`src/include/sfr_space_pkg.sv`:
```
/*
 * constants, types and decode helpers for the special function register
 * window decoder.
 * assumes a classic wishbone master with 32-bit data and byte addresses.
 */
//
// Contract
// - decode indices 0000h to 07FFh as the special function register window.
// - a read of an unimplemented address inside the window returns zero.
// - registers live in aligned 32-byte regions; other regions hold nothing.
// - each module's registers sit together inside that module's own region; two core working registers are decoded at 8000h and 9000h instead.
// - regions follow the coarse map: core, timers, serial, converter, misc.
// - 16-bit words: low byte at the even address, high byte at the odd one; the code holds both at the even index, on lanes 0 and 1.
`default_nettype none

package sfr_space_pkg;

	// ==========================================================
	// address layout
	localparam int          ADR_W        = 18;
	localparam int          IDX_W        = 16;
	localparam int          NUM_WORK     = 13;
	localparam logic [15:0] WIN_FIRST    = 16'h0000;
	localparam logic [15:0] WIN_LAST     = 16'h07FF;
	localparam int          REGION_LSB   = 5;
	localparam int          REGION_MSB   = 10;
	localparam logic [15:0] WORK_RESET   = 16'h0000;

	// printed offsets of the core working registers, entry n is work_reg_n
	localparam logic [NUM_WORK-1:0][15:0] WORK_OFFSET = {
		16'h0018, 16'h0016, 16'h0014, 16'h0012, 16'h0010,
		16'h000E, 16'h000C, 16'h000A, 16'h8000, 16'h9000,
		16'h0004, 16'h0002, 16'h0000
	};

	// ==========================================================
	// module owning a region
	typedef enum logic [3:0] {
		MOD_NONE    = 4'h0,
		MOD_CORE    = 4'h1,
		MOD_PCN     = 4'h2,
		MOD_INTR    = 4'h3,
		MOD_TIMER   = 4'h4,
		MOD_CAPTURE = 4'h5,
		MOD_COMPARE = 4'h6,
		MOD_SERIAL  = 4'h7,
		MOD_IO      = 4'h8,
		MOD_CONVERT = 4'h9,
		MOD_PPORT   = 4'hA,
		MOD_CLOCK   = 4'hB,
		MOD_CRC     = 4'hC,
		MOD_PINSEL  = 4'hD,
		MOD_SYSTEM  = 4'hE,
		MOD_NVM     = 4'hF
	} module_t;

	typedef enum logic [1:0] {
		ST_IDLE   = 2'b00,
		ST_DECODE = 2'b01,
		ST_ACK    = 2'b10
	} bus_state_t;

	typedef enum logic [1:0] {
		SRC_ZERO  = 2'b00,
		SRC_CORE  = 2'b01,
		SRC_PERIPH = 2'b10
	} read_src_t;

	// one access handed to the module that owns the region
	typedef struct packed {
		logic        valid;
		logic        we;
		module_t     owner;
		logic [10:0] offset;
		logic [1:0]  byte_en;
		logic [15:0] wdata;
	} periph_access_t;

	// ==========================================================
	// region map, region number is index bits 10..5
	function automatic module_t region_owner(input logic [5:0] region);
		module_t m;
		m = MOD_NONE;
		case (region)
			6'h00, 6'h01, 6'h02: m = MOD_CORE;
			6'h03, 6'h04:        m = MOD_PCN;
			6'h05, 6'h06:        m = MOD_INTR;
			6'h08, 6'h09:        m = MOD_TIMER;
			6'h0A, 6'h0B, 6'h0C: m = MOD_CAPTURE;
			6'h0D, 6'h0E, 6'h0F: m = MOD_COMPARE;
			6'h10, 6'h11, 6'h12,
			6'h13, 6'h14, 6'h15: m = MOD_SERIAL;
			6'h16, 6'h17:        m = MOD_IO;
			6'h18, 6'h19:        m = MOD_CONVERT;
			6'h30:               m = MOD_PPORT;
			6'h31:               m = MOD_CLOCK;
			6'h32:               m = MOD_CRC;
			6'h34, 6'h35, 6'h36: m = MOD_PINSEL;
			6'h3A:               m = MOD_SYSTEM;
			6'h3B:               m = MOD_NVM;
			default:             m = MOD_NONE;
		endcase
		return m;
	endfunction

endpackage

`default_nettype wire

```
`src/logic/sfr_space_decode.sv`:
```
/*
 * special function register window decoder: core working registers held
 * here, every other implemented region forwarded to its owning module.
 * assumes a classic wishbone master and owners that answer read data
 * combinationally in the cycle their access strobe is high.
 */
`timescale 1ns/1ps
`default_nettype none

module sfr_space_decode
(
	// clock and reset
	input  wire logic                          i_clk,
	input  wire logic                          i_srst,
	// wishbone slave
	input  wire logic                          i_wb_cyc,
	input  wire logic                          i_wb_stb,
	input  wire logic                          i_wb_we,
	input  wire logic [sfr_space_pkg::ADR_W-1:0] i_wb_adr,
	input  wire logic [3:0]                    i_wb_sel,
	input  wire logic [31:0]                   i_wb_dat,
	output var  logic [31:0]                   o_wb_dat,
	output var  logic                          o_wb_ack,
	// region owners
	output var  sfr_space_pkg::periph_access_t o_periph,
	input  wire logic [15:0]                   i_periph_rdata
);

	// ==========================================================
	// state
	typedef struct packed {
		sfr_space_pkg::bus_state_t                st;
		logic                                     ack;
		logic [31:0]                              dat;
		sfr_space_pkg::read_src_t                 src;
		logic [3:0]                               core_sel;
		sfr_space_pkg::periph_access_t            acc;
		logic [sfr_space_pkg::NUM_WORK-1:0][15:0] work;
	} state_t;

	state_t s_r;
	state_t s_nxt;

	// ==========================================================
	// request decode
	logic [15:0]             idx;
	logic                    in_window;
	sfr_space_pkg::module_t  owner;
	logic                    core_hit;
	logic [3:0]              core_n;
	logic                    take;

	assign idx       = i_wb_adr[sfr_space_pkg::ADR_W-1:2];
	assign in_window = (idx >= sfr_space_pkg::WIN_FIRST)
		&& (idx <= sfr_space_pkg::WIN_LAST);
	assign owner     = in_window ? sfr_space_pkg::region_owner(
		idx[sfr_space_pkg::REGION_MSB:sfr_space_pkg::REGION_LSB])
		: sfr_space_pkg::MOD_NONE;
	assign take      = i_wb_cyc && i_wb_stb
		&& (s_r.st == sfr_space_pkg::ST_IDLE);

	always_comb
	begin
		core_hit = 1'b0;
		core_n   = 4'h0;
		for (int n = 0; n < sfr_space_pkg::NUM_WORK; n++)
		begin
			if (idx == sfr_space_pkg::WORK_OFFSET[n])
			begin
				core_hit = 1'b1;
				core_n   = 4'(n);
			end
		end
	end

	// ==========================================================
	// next state
	always_comb
	begin
		s_nxt            = s_r;
		s_nxt.acc.valid  = 1'b0;
		case (s_r.st)
			sfr_space_pkg::ST_IDLE:
			begin
				s_nxt.ack = 1'b0;
				if (take)
				begin
					s_nxt.st       = sfr_space_pkg::ST_DECODE;
					s_nxt.core_sel = core_n;
					s_nxt.src      = sfr_space_pkg::SRC_ZERO;
					if (core_hit)
					begin
						s_nxt.src = sfr_space_pkg::SRC_CORE;
						if (i_wb_we)
						begin
							// low byte on lane 0, high byte on lane 1
							if (i_wb_sel[0])
								s_nxt.work[core_n][7:0] = i_wb_dat[7:0];
							if (i_wb_sel[1])
								s_nxt.work[core_n][15:8] = i_wb_dat[15:8];
						end
					end
					else if (owner != sfr_space_pkg::MOD_NONE
						&& owner != sfr_space_pkg::MOD_CORE)
					begin
						// forward only into a region that owns registers
						s_nxt.src         = sfr_space_pkg::SRC_PERIPH;
						s_nxt.acc.valid   = 1'b1;
						s_nxt.acc.we      = i_wb_we;
						s_nxt.acc.owner   = owner;
						s_nxt.acc.offset  = idx[10:0];
						s_nxt.acc.byte_en = i_wb_sel[1:0];
						s_nxt.acc.wdata   = i_wb_dat[15:0];
					end
					// anything else is dropped without effect
				end
			end
			sfr_space_pkg::ST_DECODE:
			begin
				s_nxt.st  = sfr_space_pkg::ST_ACK;
				s_nxt.ack = 1'b1;
				case (s_r.src)
					sfr_space_pkg::SRC_CORE:
						s_nxt.dat = {16'h0000, s_r.work[s_r.core_sel]};
					sfr_space_pkg::SRC_PERIPH:
						s_nxt.dat = s_r.acc.we ? 32'h0000_0000
							: {16'h0000, i_periph_rdata};
					default:
						s_nxt.dat = 32'h0000_0000;
				endcase
			end
			sfr_space_pkg::ST_ACK:
			begin
				s_nxt.st  = sfr_space_pkg::ST_IDLE;
				s_nxt.ack = 1'b0;
			end
			default:
			begin
				s_nxt.st  = sfr_space_pkg::ST_IDLE;
				s_nxt.ack = 1'b0;
			end
		endcase
	end

	// ==========================================================
	// registers
	always_ff @(posedge i_clk)
	begin
		if (i_srst)
		begin
			s_r          <= '0;
			s_r.st       <= sfr_space_pkg::ST_IDLE;
			s_r.src      <= sfr_space_pkg::SRC_ZERO;
			s_r.acc.owner <= sfr_space_pkg::MOD_NONE;
			for (int n = 0; n < sfr_space_pkg::NUM_WORK; n++)
				s_r.work[n] <= sfr_space_pkg::WORK_RESET;
		end
		else
			s_r <= s_nxt;
	end

	assign o_wb_ack = s_r.ack;
	assign o_wb_dat = s_r.dat;
	assign o_periph = s_r.acc;

endmodule

`default_nettype wire

```
`config.mk`:
```
export PLATFORM = sky130hd
export DESIGN_NAME = sfr_space_decode
export DESIGN_NICKNAME = d
export VERILOG_FILES = /design/src/include/sfr_space_pkg.sv /design/src/logic/sfr_space_decode.sv
export SDC_FILE = /design/constraint.sdc
export NUM_CORES = 1
export LEC_CHECK = 0
export BUFFER_PORTS_ARGS = -buffer_cell sky130_fd_sc_hd__buf_2
export CORE_MARGIN = 3
export CORE_UTILIZATION = 37
export CTS_BUF_LIST = sky130_fd_sc_hd__clkbuf_2
export CTS_CLUSTER_SIZE = 25
export DETAILED_ROUTE_END_ITERATION = 8
export SKIP_LAST_GASP = 1
export SLEW_MARGIN = 10
export SYNTH_ARGS = -nofsm -noshare
export SYNTH_HDL_FRONTEND = slang
export SYNTH_SLANG_ARGS = --single-unit
```
`constraint.sdc`:
```
create_clock -name i_clk -period 2.7 [get_ports i_clk]
set_input_delay 0.675 -clock i_clk [delete_from_list [all_inputs] [get_ports i_clk]]
set_output_delay 0.675 -clock i_clk [all_outputs]
set_load 0.05 [all_outputs]
```
# == Word-level counts from Yosys, hierarchy flattened ==
# Memory sizes are Yosys's and may differ from the RTL's.
# Index checks and enable logic that the tools add are counted.
# Widths: inputs -> output; s select.
# word_totals
register_bits,284
latch_bits,0
ramBits,0
rom_bits,256
in_bits,75
output_inout_bits,68
elab_cells,109
memories,1
# memory_table
name,words,width,rd,rd_ports_with_merged_regs,wr,line_no,rtl
(no name shown),64,4,1,0,0,sfr_space_pkg.sv:84,case (region)
# classes
addsub,0
n_mul,0
div_mod_pow,0
n_lt_le_gt_ge,5
eq_ne,17
n_shift,0
mux,47
bitwise,3
n_reduce_logical,12
# ops
cell,n
$mux 208,6
$bwmux 208,2
$demux 16 s4,2
$eq 16x5->1 const B,5
$bmux 16 s4,1
$eq 16x4->1 const B,3
$mux 16,3
$mux 4,12
$mux 35,1
$eq 16x16->1 const B,2
$pmux 16 s2,1
$eq 16x2->1 const B,1
$eq 16x3->1 const B,1
$ge 16x1->1 const B,1
$le 16x11->1 const B,1
$logic_not 16->1,1
$mux 1,14
$lt 4x5->1 const B,2
$mux 8,1
$reduce_and 4->1,2
$mux 2,3
$pmux 3 s2,1
$logic_and 1x1->1,5
$eq 2x1->1 const B,2
other kinds (9),11

# == Longest topological paths before layout ==
# Gate-level depths: netlist of the first run.
# logic_depth
word_depth,25
ltp_mapped,11
mapped_depth_nobuf,8

# == Worst setup path before layout of the first run ==
# No wires, ideal clock.
# synth_timing
path_type,input to register
from,input port i_wb_adr[8] (netlist bit)
to,register s_r[10] (netlist bit)
setup_ps,128
arrival_ps,2695
required_ps,2572
slack_ps,-123
path_stages,7
path_buffers,1
cell_sequence,buf_6 > or4_4 > or3_1 > or2_4 > nor4_4 > mux2i_1 > nor2_1
# synth_via
elab_chain_len,22
elab_cells_between_ends,53
classes_between,order compare: 2; eq/ne: 12; mux: 36; reduce/logical: 3
# synth_lines
item,line_no,rtl
start: declaration,sfr_space_decode.sv:19,"input wire logic [sfr_space_pkg::ADR_W-1:0] i_wb_adr,"
$eq 16x2->1,sfr_space_decode.sv:68,if (idx == sfr_space_pkg::WORK_OFFSET[n])
$mux 1,sfr_space_decode.sv:68,
$mux 4 (11 in series),sfr_space_decode.sv:68,
$demux 16 s4,sfr_space_decode.sv:98,s_nxt.work[core_n][7:0] = i_wb_dat[7:0];
$bwmux 208,sfr_space_decode.sv:98,
$mux 208,sfr_space_decode.sv:97,if (i_wb_sel[0])
$mux 208,sfr_space_decode.sv:94,if (i_wb_we)
$mux 208,sfr_space_decode.sv:91,if (core_hit)
$mux 208,sfr_space_decode.sv:86,if (take)
$mux 208,sfr_space_decode.sv:82,case (s_r.st)
$bwmux 208,sfr_space_decode.sv:100,s_nxt.work[core_n][15:8] = i_wb_dat[15:8];
$mux 208,sfr_space_decode.sv:99,if (i_wb_sel[1])
end signal: assignment,sfr_space_decode.sv:159,s_r <= s_nxt;
end: declaration,sfr_space_decode.sv:41,state_t s_r;
# Several ways; a longest one is shown, not always the timed one. The select of a mux whose other input is x is not followed.
# A chain may end at the register's enable or synchronous reset.

# == Worst setup path after layout of the first run ==
# layout_timing
from,register s_r[244] (netlist bit)
to,"register s_r, in the netlist o_wb_dat[13]"
# layout_via
elab_chain_len,3
# layout_lines
item,line_no,rtl
$bmux 16 s4,sfr_space_decode.sv:124,"s_nxt.dat = {16'h0000, s_r.work[s_r.core_sel]};"
$mux 16 (implied by the code),sfr_space_decode.sv:124,
$pmux 16 s2,sfr_space_decode.sv:122,case (s_r.src)
# Every way passes these cells. The select of a mux whose other input is x is not followed.

==> results.toml, run 1 <==
[sta]
clock-skew-final_ns = 0.0527
maxSlewHeadroom = 0.489
finalWorstSetupSlack_ns = 0.240
period_minus_slack_ns = 2.46
timing.fmax_mhz = 407
timing.final.crit_share = 0.911
hold_ws_ns = 0.135
finalMaxSlewViolations = 0
setup_viol = 0
finalHoldViolCount = 0
tightest_slew_ns = 0.766
rsz0062_at_grt = "no"

[finish]
design_area_um2 = 14400
regArea_um2 = 5370
syn2layout_area_growth_pct = 13.4
fin_nets = 1568
fillers = 3408
multi_input_area_um2 = 6460
stdcell_count = 1971
drive_above_1_share = 0.247

[floorplan]
num_io_pins = 143
row_count = 67
die_width_um = 191
coreArea_um2 = 33700
start_util = 0.378
die_y_um = 191
die-area_um2 = 36700

[synth]
synth_cell_types = 49
postSynthAreaPerCell_um2 = 9.22
ys_seq_area_frac = 0.422
ys.flop_type = "dfxtp_1"
netlist_area_um2 = 12700
synthArstFlopShare = 0
ys_ff_latch = 268
synthCells = 1381
yosys_warnings = 0
synth_edf_count = 0

[detailed_routing]
via_per_inst = 5.11
firstDrtPassIters = 5
vias = 10100
route.detailed.drc = 0
wl_per_cell_um = 16.7
drtIter0Drc = 623
totalWireLength_mm = 33.0
ant_nets = 0

[clock_network]
cts_setup_buffers = 0
clkTransAtPathRegs_ns = 0.09
cts_root_buf = "clkbuf_2"
clock_latency_ns = 0.84
numCtsBuffers = 69
cts_buffer_depth = 3
tritoncts = "done"
clkSinkCount = 268
htree_levels = 3

[critical_path]
endpoint_kind = "register"
cpMaxStageDelayCell = "dfxtp_2"
arrival_ns = 3.14
critPathLaunch = "s_r[244]"
max_stage_delay_ns = 0.80
path_class = "register to register"
path_buf_inv = 2
worstSetupStartpointType = "register"
critPathMaxFanout = 21
r2r-start = "s_r[244]"
critPathTopFamily = "flip-flops"
cp_cell_sequence = "buf_4 > mux4_2 > inv_1 > o21ai_0 > a21oi_1 > o22ai_1"
critPathRequiredTime_ns = 3.39

[placed_design]
port_buffers = 106
gp_congestion = 0.806
dpl.cell_count = 1864
place_area_um2 = 13900
dpl.hpwl_mm = 22.2
pre_cts_ws_ns = -0.265

[global_routing]
grt_pass1_vias = 9740
antenna_found_initial = 1
grt_pass1_wl_mm = 52.3
grt_max_degree = 104
overflow = 0
track_usage = 0.179

[power_and_ir_drop]
swShare = 0.272
pwr-share-clk = 0.368
internal_power_mw = 5.13
peakVddDrop_uv = 321
p_leak_nw = 5.52
power_switching_mw = 1.92
seqPwrFrac = 0.563
power_density_nw_per_um2 = 488
p_comb_frac = 0.069

[run_status]
status = "completed"

[hold_path]
hold_path_startpoint = "i_periph_rdata[2]"
hp-class = "input pin to register"

[run]
drv_cap = 0
==> worst min-delay path, delay by kind of cell <==
kind	cells	cell delay [ns]
buffers and inverters	1	0.08
AOI/OAI and AO/OA	2	0.17
==> logic make-up after synthesis <==
kind of cell | share of synthesized area
AO/OA/AOI/OAI | 0.0913
AND/OR/NAND/NOR | 0.197
other | 0.000295
adder cells (fa/ha/maj) | 0.00590
flip-flops | 0.422
buffers and inverters | 0.0814
multiplexers | 0.202
XOR/XNOR | 0.000688
==> cell usage in the layout, fill, tap and decap left out, types with 48 or more instances in the layout <==
master    Yosys  routed
a21oi_1     101     101
buf_2        12     105
buf_4        70      77
clkbuf_2      0      94
dfxtp_1     268     266
mux2i_1     149     149
mux4_2       48      48
nand2_1     132     129
nand2b_1     68      68
nand3_1      86      86
nor2_1      133     131
o21ai_0      54      54
==> final timing paths <==
kind                        to  slack [ns]  depth (start not counted)
setup / recovery  o_wb_dat[13]        0.24                          6
hold / removal     o_wb_dat[2]        0.14                          3
setup reg to reg  o_wb_dat[13]        0.24                          6
hold reg to reg       s_r[102]        0.45                          2
==> layout make-up <==
cell class | count | area share
inverters | 22 | 0.00572
multi-input cells | 928 | 0.447
clock inverters | 12 | 0.00503
flip-flops and latches | 268 | 0.372
well taps | 448 | 0.0388
clock buffers | 94 | 0.0326
diodes | 1 | 0.000173
repair buffers | 198 | 0.0982
==> timing repair <==
item	4_1_cts	5_1_grt
resized for setup	0	1
setup endpoints to repair	0	1
hold buffers	0	0
==> registers in the layout (all words and copies together), names as in the netlist <==
register and count:
s_r 216, o_wb_ack 1, o_periph 35, o_wb_dat 16
==> power by group through the flow <==
stage	clock, mW	sequential [mW]	combinational [mW]
2_1_floorplan	0	4.05	0.333
3_3_place_gp	0	4.06	0.475
3_5_place_dp	0	4.06	0.479
4_1_cts	2.71	3.97	0.480
5_1_grt	2.92	3.97	0.521
6_report	2.59	3.97	0.483
==> routing by layer <==
| layer | global-route usage | share of wire | vias to the layer above |
|---|---|---|---|
| met5 | 0 | 0 | - |
| met4 | 0.0517 | 0.015 | 0 |
| met3 | 0.0326 | 0.047 | 41 |
| met2 | 0.292 | 0.47 | 261 |
| met1 | 0.243 | 0.47 | 4811 |
| li1 | - | - | 4966 |
==> synth_stat cells, drive strengths merged, types with 3 or more instances <==
cell type | n | share of area
a22oi | 16 | 0.0094
clkbuf | 84 | 0.025
nand2 | 132 | 0.039
or2 | 6 | 0.0031
or3 | 3 | 0.0015
ha | 6 | 0.0059
nand3b | 34 | 0.020
nor3 | 11 | 0.0047
nand3 | 86 | 0.034
nor4 | 7 | 0.0082
o21ai | 54 | 0.021
or4 | 3 | 0.0024
o22ai | 16 | 0.0079
o2111ai | 5 | 0.0034
and3 | 4 | 0.0020
mux2i | 149 | 0.12
nand2b | 68 | 0.033
buf | 94 | 0.050
mux4 | 48 | 0.085
dfxtp | 268 | 0.42
nor2 | 135 | 0.041
nor2b | 4 | 0.0020
a221oi | 4 | 0.0028
a21oi | 101 | 0.040
inv | 22 | 0.0065
==> stage by stage <==
stage               utilization  setup TNS [ns]  power (mW)
floorplan                     -           -2.09        4.38
detailed placement        0.412          -27.67        4.54
global route              0.428               0        7.41
CTS                       0.428               0        7.16
global placement          0.412          -25.02        4.53
finish                    0.428               0        7.04
Power figures use the tool's default switching activity.
==> inputs of run 2 (changes only) <==
--- a/config.mk
+++ b/config.mk
@@ -11,6 +11,7 @@
 export CTS_BUF_LIST = sky130_fd_sc_hd__clkbuf_2
 export CTS_CLUSTER_SIZE = 25
 export DETAILED_ROUTE_END_ITERATION = 8
+export REMOVE_ABC_BUFFERS = 1
 export SKIP_LAST_GASP = 1
 export SLEW_MARGIN = 10
 export SYNTH_ARGS = -nofsm -noshare
==> run 2 against run 1 <==
Global-route usage is 0.22 points higher. Combinational power is 4.6% higher. Worst hold slack worse by 0.032 ns. Total power is 3.0% higher. Cell area is 1.1% higher. Highest routed layer is now met5.
==> results.toml, run 2 (same netlist as run 1, synthesis figures left out) <==
[run_status]
status = "completed"

[critical_path]
cp_cell_sequence = "buf_2"
path_class = "register to output port"
critPathRequiredTime_ns = 2.03
arrival_ns = 1.64
endpoint_kind = "output port"
critPathMaxFanout = 3
path_buf_inv = 1
worstSetupStartpointType = "register"
cpMaxStageDelayCell = "dfxtp_1"
max_stage_delay_ns = 0.48
critPathTopFamily = "flip-flops"

[sta]
period_minus_slack_ns = 2.31
finalHoldViolCount = 0
setup_viol = 0
tightest_slew_ns = 1.04
rsz0062_at_grt = "no"
maxSlewHeadroom = 0.302
clock-skew-final_ns = 0.0462
timing.final.crit_share = 0.857
timing.fmax_mhz = 432
finalMaxSlewViolations = 0

[power_and_ir_drop]
power_switching_mw = 1.96
p_leak_nw = 5.61
swShare = 0.270
power_density_nw_per_um2 = 497
pwr-share-clk = 0.385
p_comb_frac = 0.070
peakVddDrop_uv = 202
internal_power_mw = 5.29
seqPwrFrac = 0.545

[detailed_routing]
firstDrtPassIters = 5
route.detailed.drc = 0
wl_per_cell_um = 17.0
vias = 10300
totalWireLength_mm = 33.7
via_per_inst = 5.18
ant_nets = 0
drtIter0Drc = 746

[clock_network]
cts_setup_buffers = 0
numCtsBuffers = 69
tritoncts = "done"
htree_levels = 3
clkSinkCount = 268
clkTransAtPathRegs_ns = 0.10
cts_hold_buf = 0
cts_root_buf = "clkbuf_2"
cts_resized = 0
cts_buffer_depth = 3
clock_latency_ns = 0.86

[finish]
largest_reg_flops = 216
design_area_um2 = 14600
layout_commonest_cell = "dfxtp_1"
regMostFlops = "s_r"
fin_nets = 1575
utilization = 0.433
syn2layout_area_growth_pct = 14.7
final_cell_mix = "266 x dfxtp_1, 149 x mux2i_1, 132 x nand2_1, 132 x nor2_1, 105 x buf_2"
drive_above_1_share = 0.249
fillers = 3346

[global_routing]
grt_pass1_wl_mm = 52.8
grt_pass1_vias = 9796
track_usage = 0.181
overflow = 0
grt_max_degree = 130
antenna_found_initial = 2

[placed_design]
port_buffers = 106
place_area_um2 = 14000
dpl.hpwl_mm = 22.6
gp_congestion = 0.891

[floorplan]
die_y_um = 191
die-area_um2 = 36700
coreArea_um2 = 33700
num_io_pins = 143
row_count = 67
start_util = 0.378
die_width_um = 191

[run]
drv_cap = 0

[hold_path]
hp-class = "input pin to register"
[run 2: worst paths after layout]
check,slack [ns],startpoint,end,depth (start not counted)
worst min register to register,0.46,s_r[83],s_r[83],2
worst max register to register,0.57,s_r[283],s_r[167],9
worst min-delay path,0.10,i_srst,s_r[283],2
worst max-delay path,0.39,o_periph[33],o_periph[33],1
[run 2: power groups by stage]
stage	Combinational, mW	Sequential [mW]	Clock (mW)
final	0.505	3.96	2.79
after global routing	0.542	3.96	3.11
after CTS	0.504	3.96	2.90
after detailed placement	0.503	4.05	0
after global placement	0.500	4.05	0
after floorplan	0.185	4.08	0
[run 2: area by class of cell]
type	count	area [um2]	area share
Multi-Input combinational cell	928	6430	0.440
Sequential cell	268	5370	0.368
Timing Repair Buffer	205	1550	0.106
Tap cell	448	561	0.0384
Clock buffer	102	510	0.0350
Clock inverter	12	97.6	0.00669
Inverter	22	82.6	0.00566
Antenna cell	1	2.50	0.000171
[run 2: per-stage QoR]
| stage | total power [mW] | cells | setup TNS [ns] | setup WS (ns) | hold WS (ns) |
|---|---|---|---|---|---|
| 2_1_floorplan | 4.26 | 1218 | -313.24 | -2.93 | 0.423 |
| 3_3_place_gp | 4.55 | 1871 | -32.16 | -0.323 | 0.435 |
| 3_5_place_dp | 4.55 | 1871 | -34.55 | -0.339 | 0.442 |
| 4_1_cts | 7.36 | 1985 | 0 | 0.321 | 0.0334 |
| 5_1_grt | 7.61 | 1986 | 0 | 0.294 | 0.0467 |
| 6_report | 7.26 | 1986 | 0 | 0.385 | 0.103 |
[run 2: worst register-to-register path: stages, from the launching register on]
cell and delay (ns):
dfxtp_1 0.34, nor4bb_2 0.49, nand3_1 0.15, buf_4 0.20, nor3_4 0.18, buf_4 0.17, nand2_1 0.05, buf_4 0.21
mux2i_1 0.16, nor2_1 0.05
[run 2: routing by layer]
metal	global-route usage	part of all wire	up-vias
met5	0	0.00027	-
met4	0.0782	0.026	2
met1	0.248	0.46	4904
met2	0.278	0.45	317
li1	-	-	4998
met3	0.0378	0.061	58
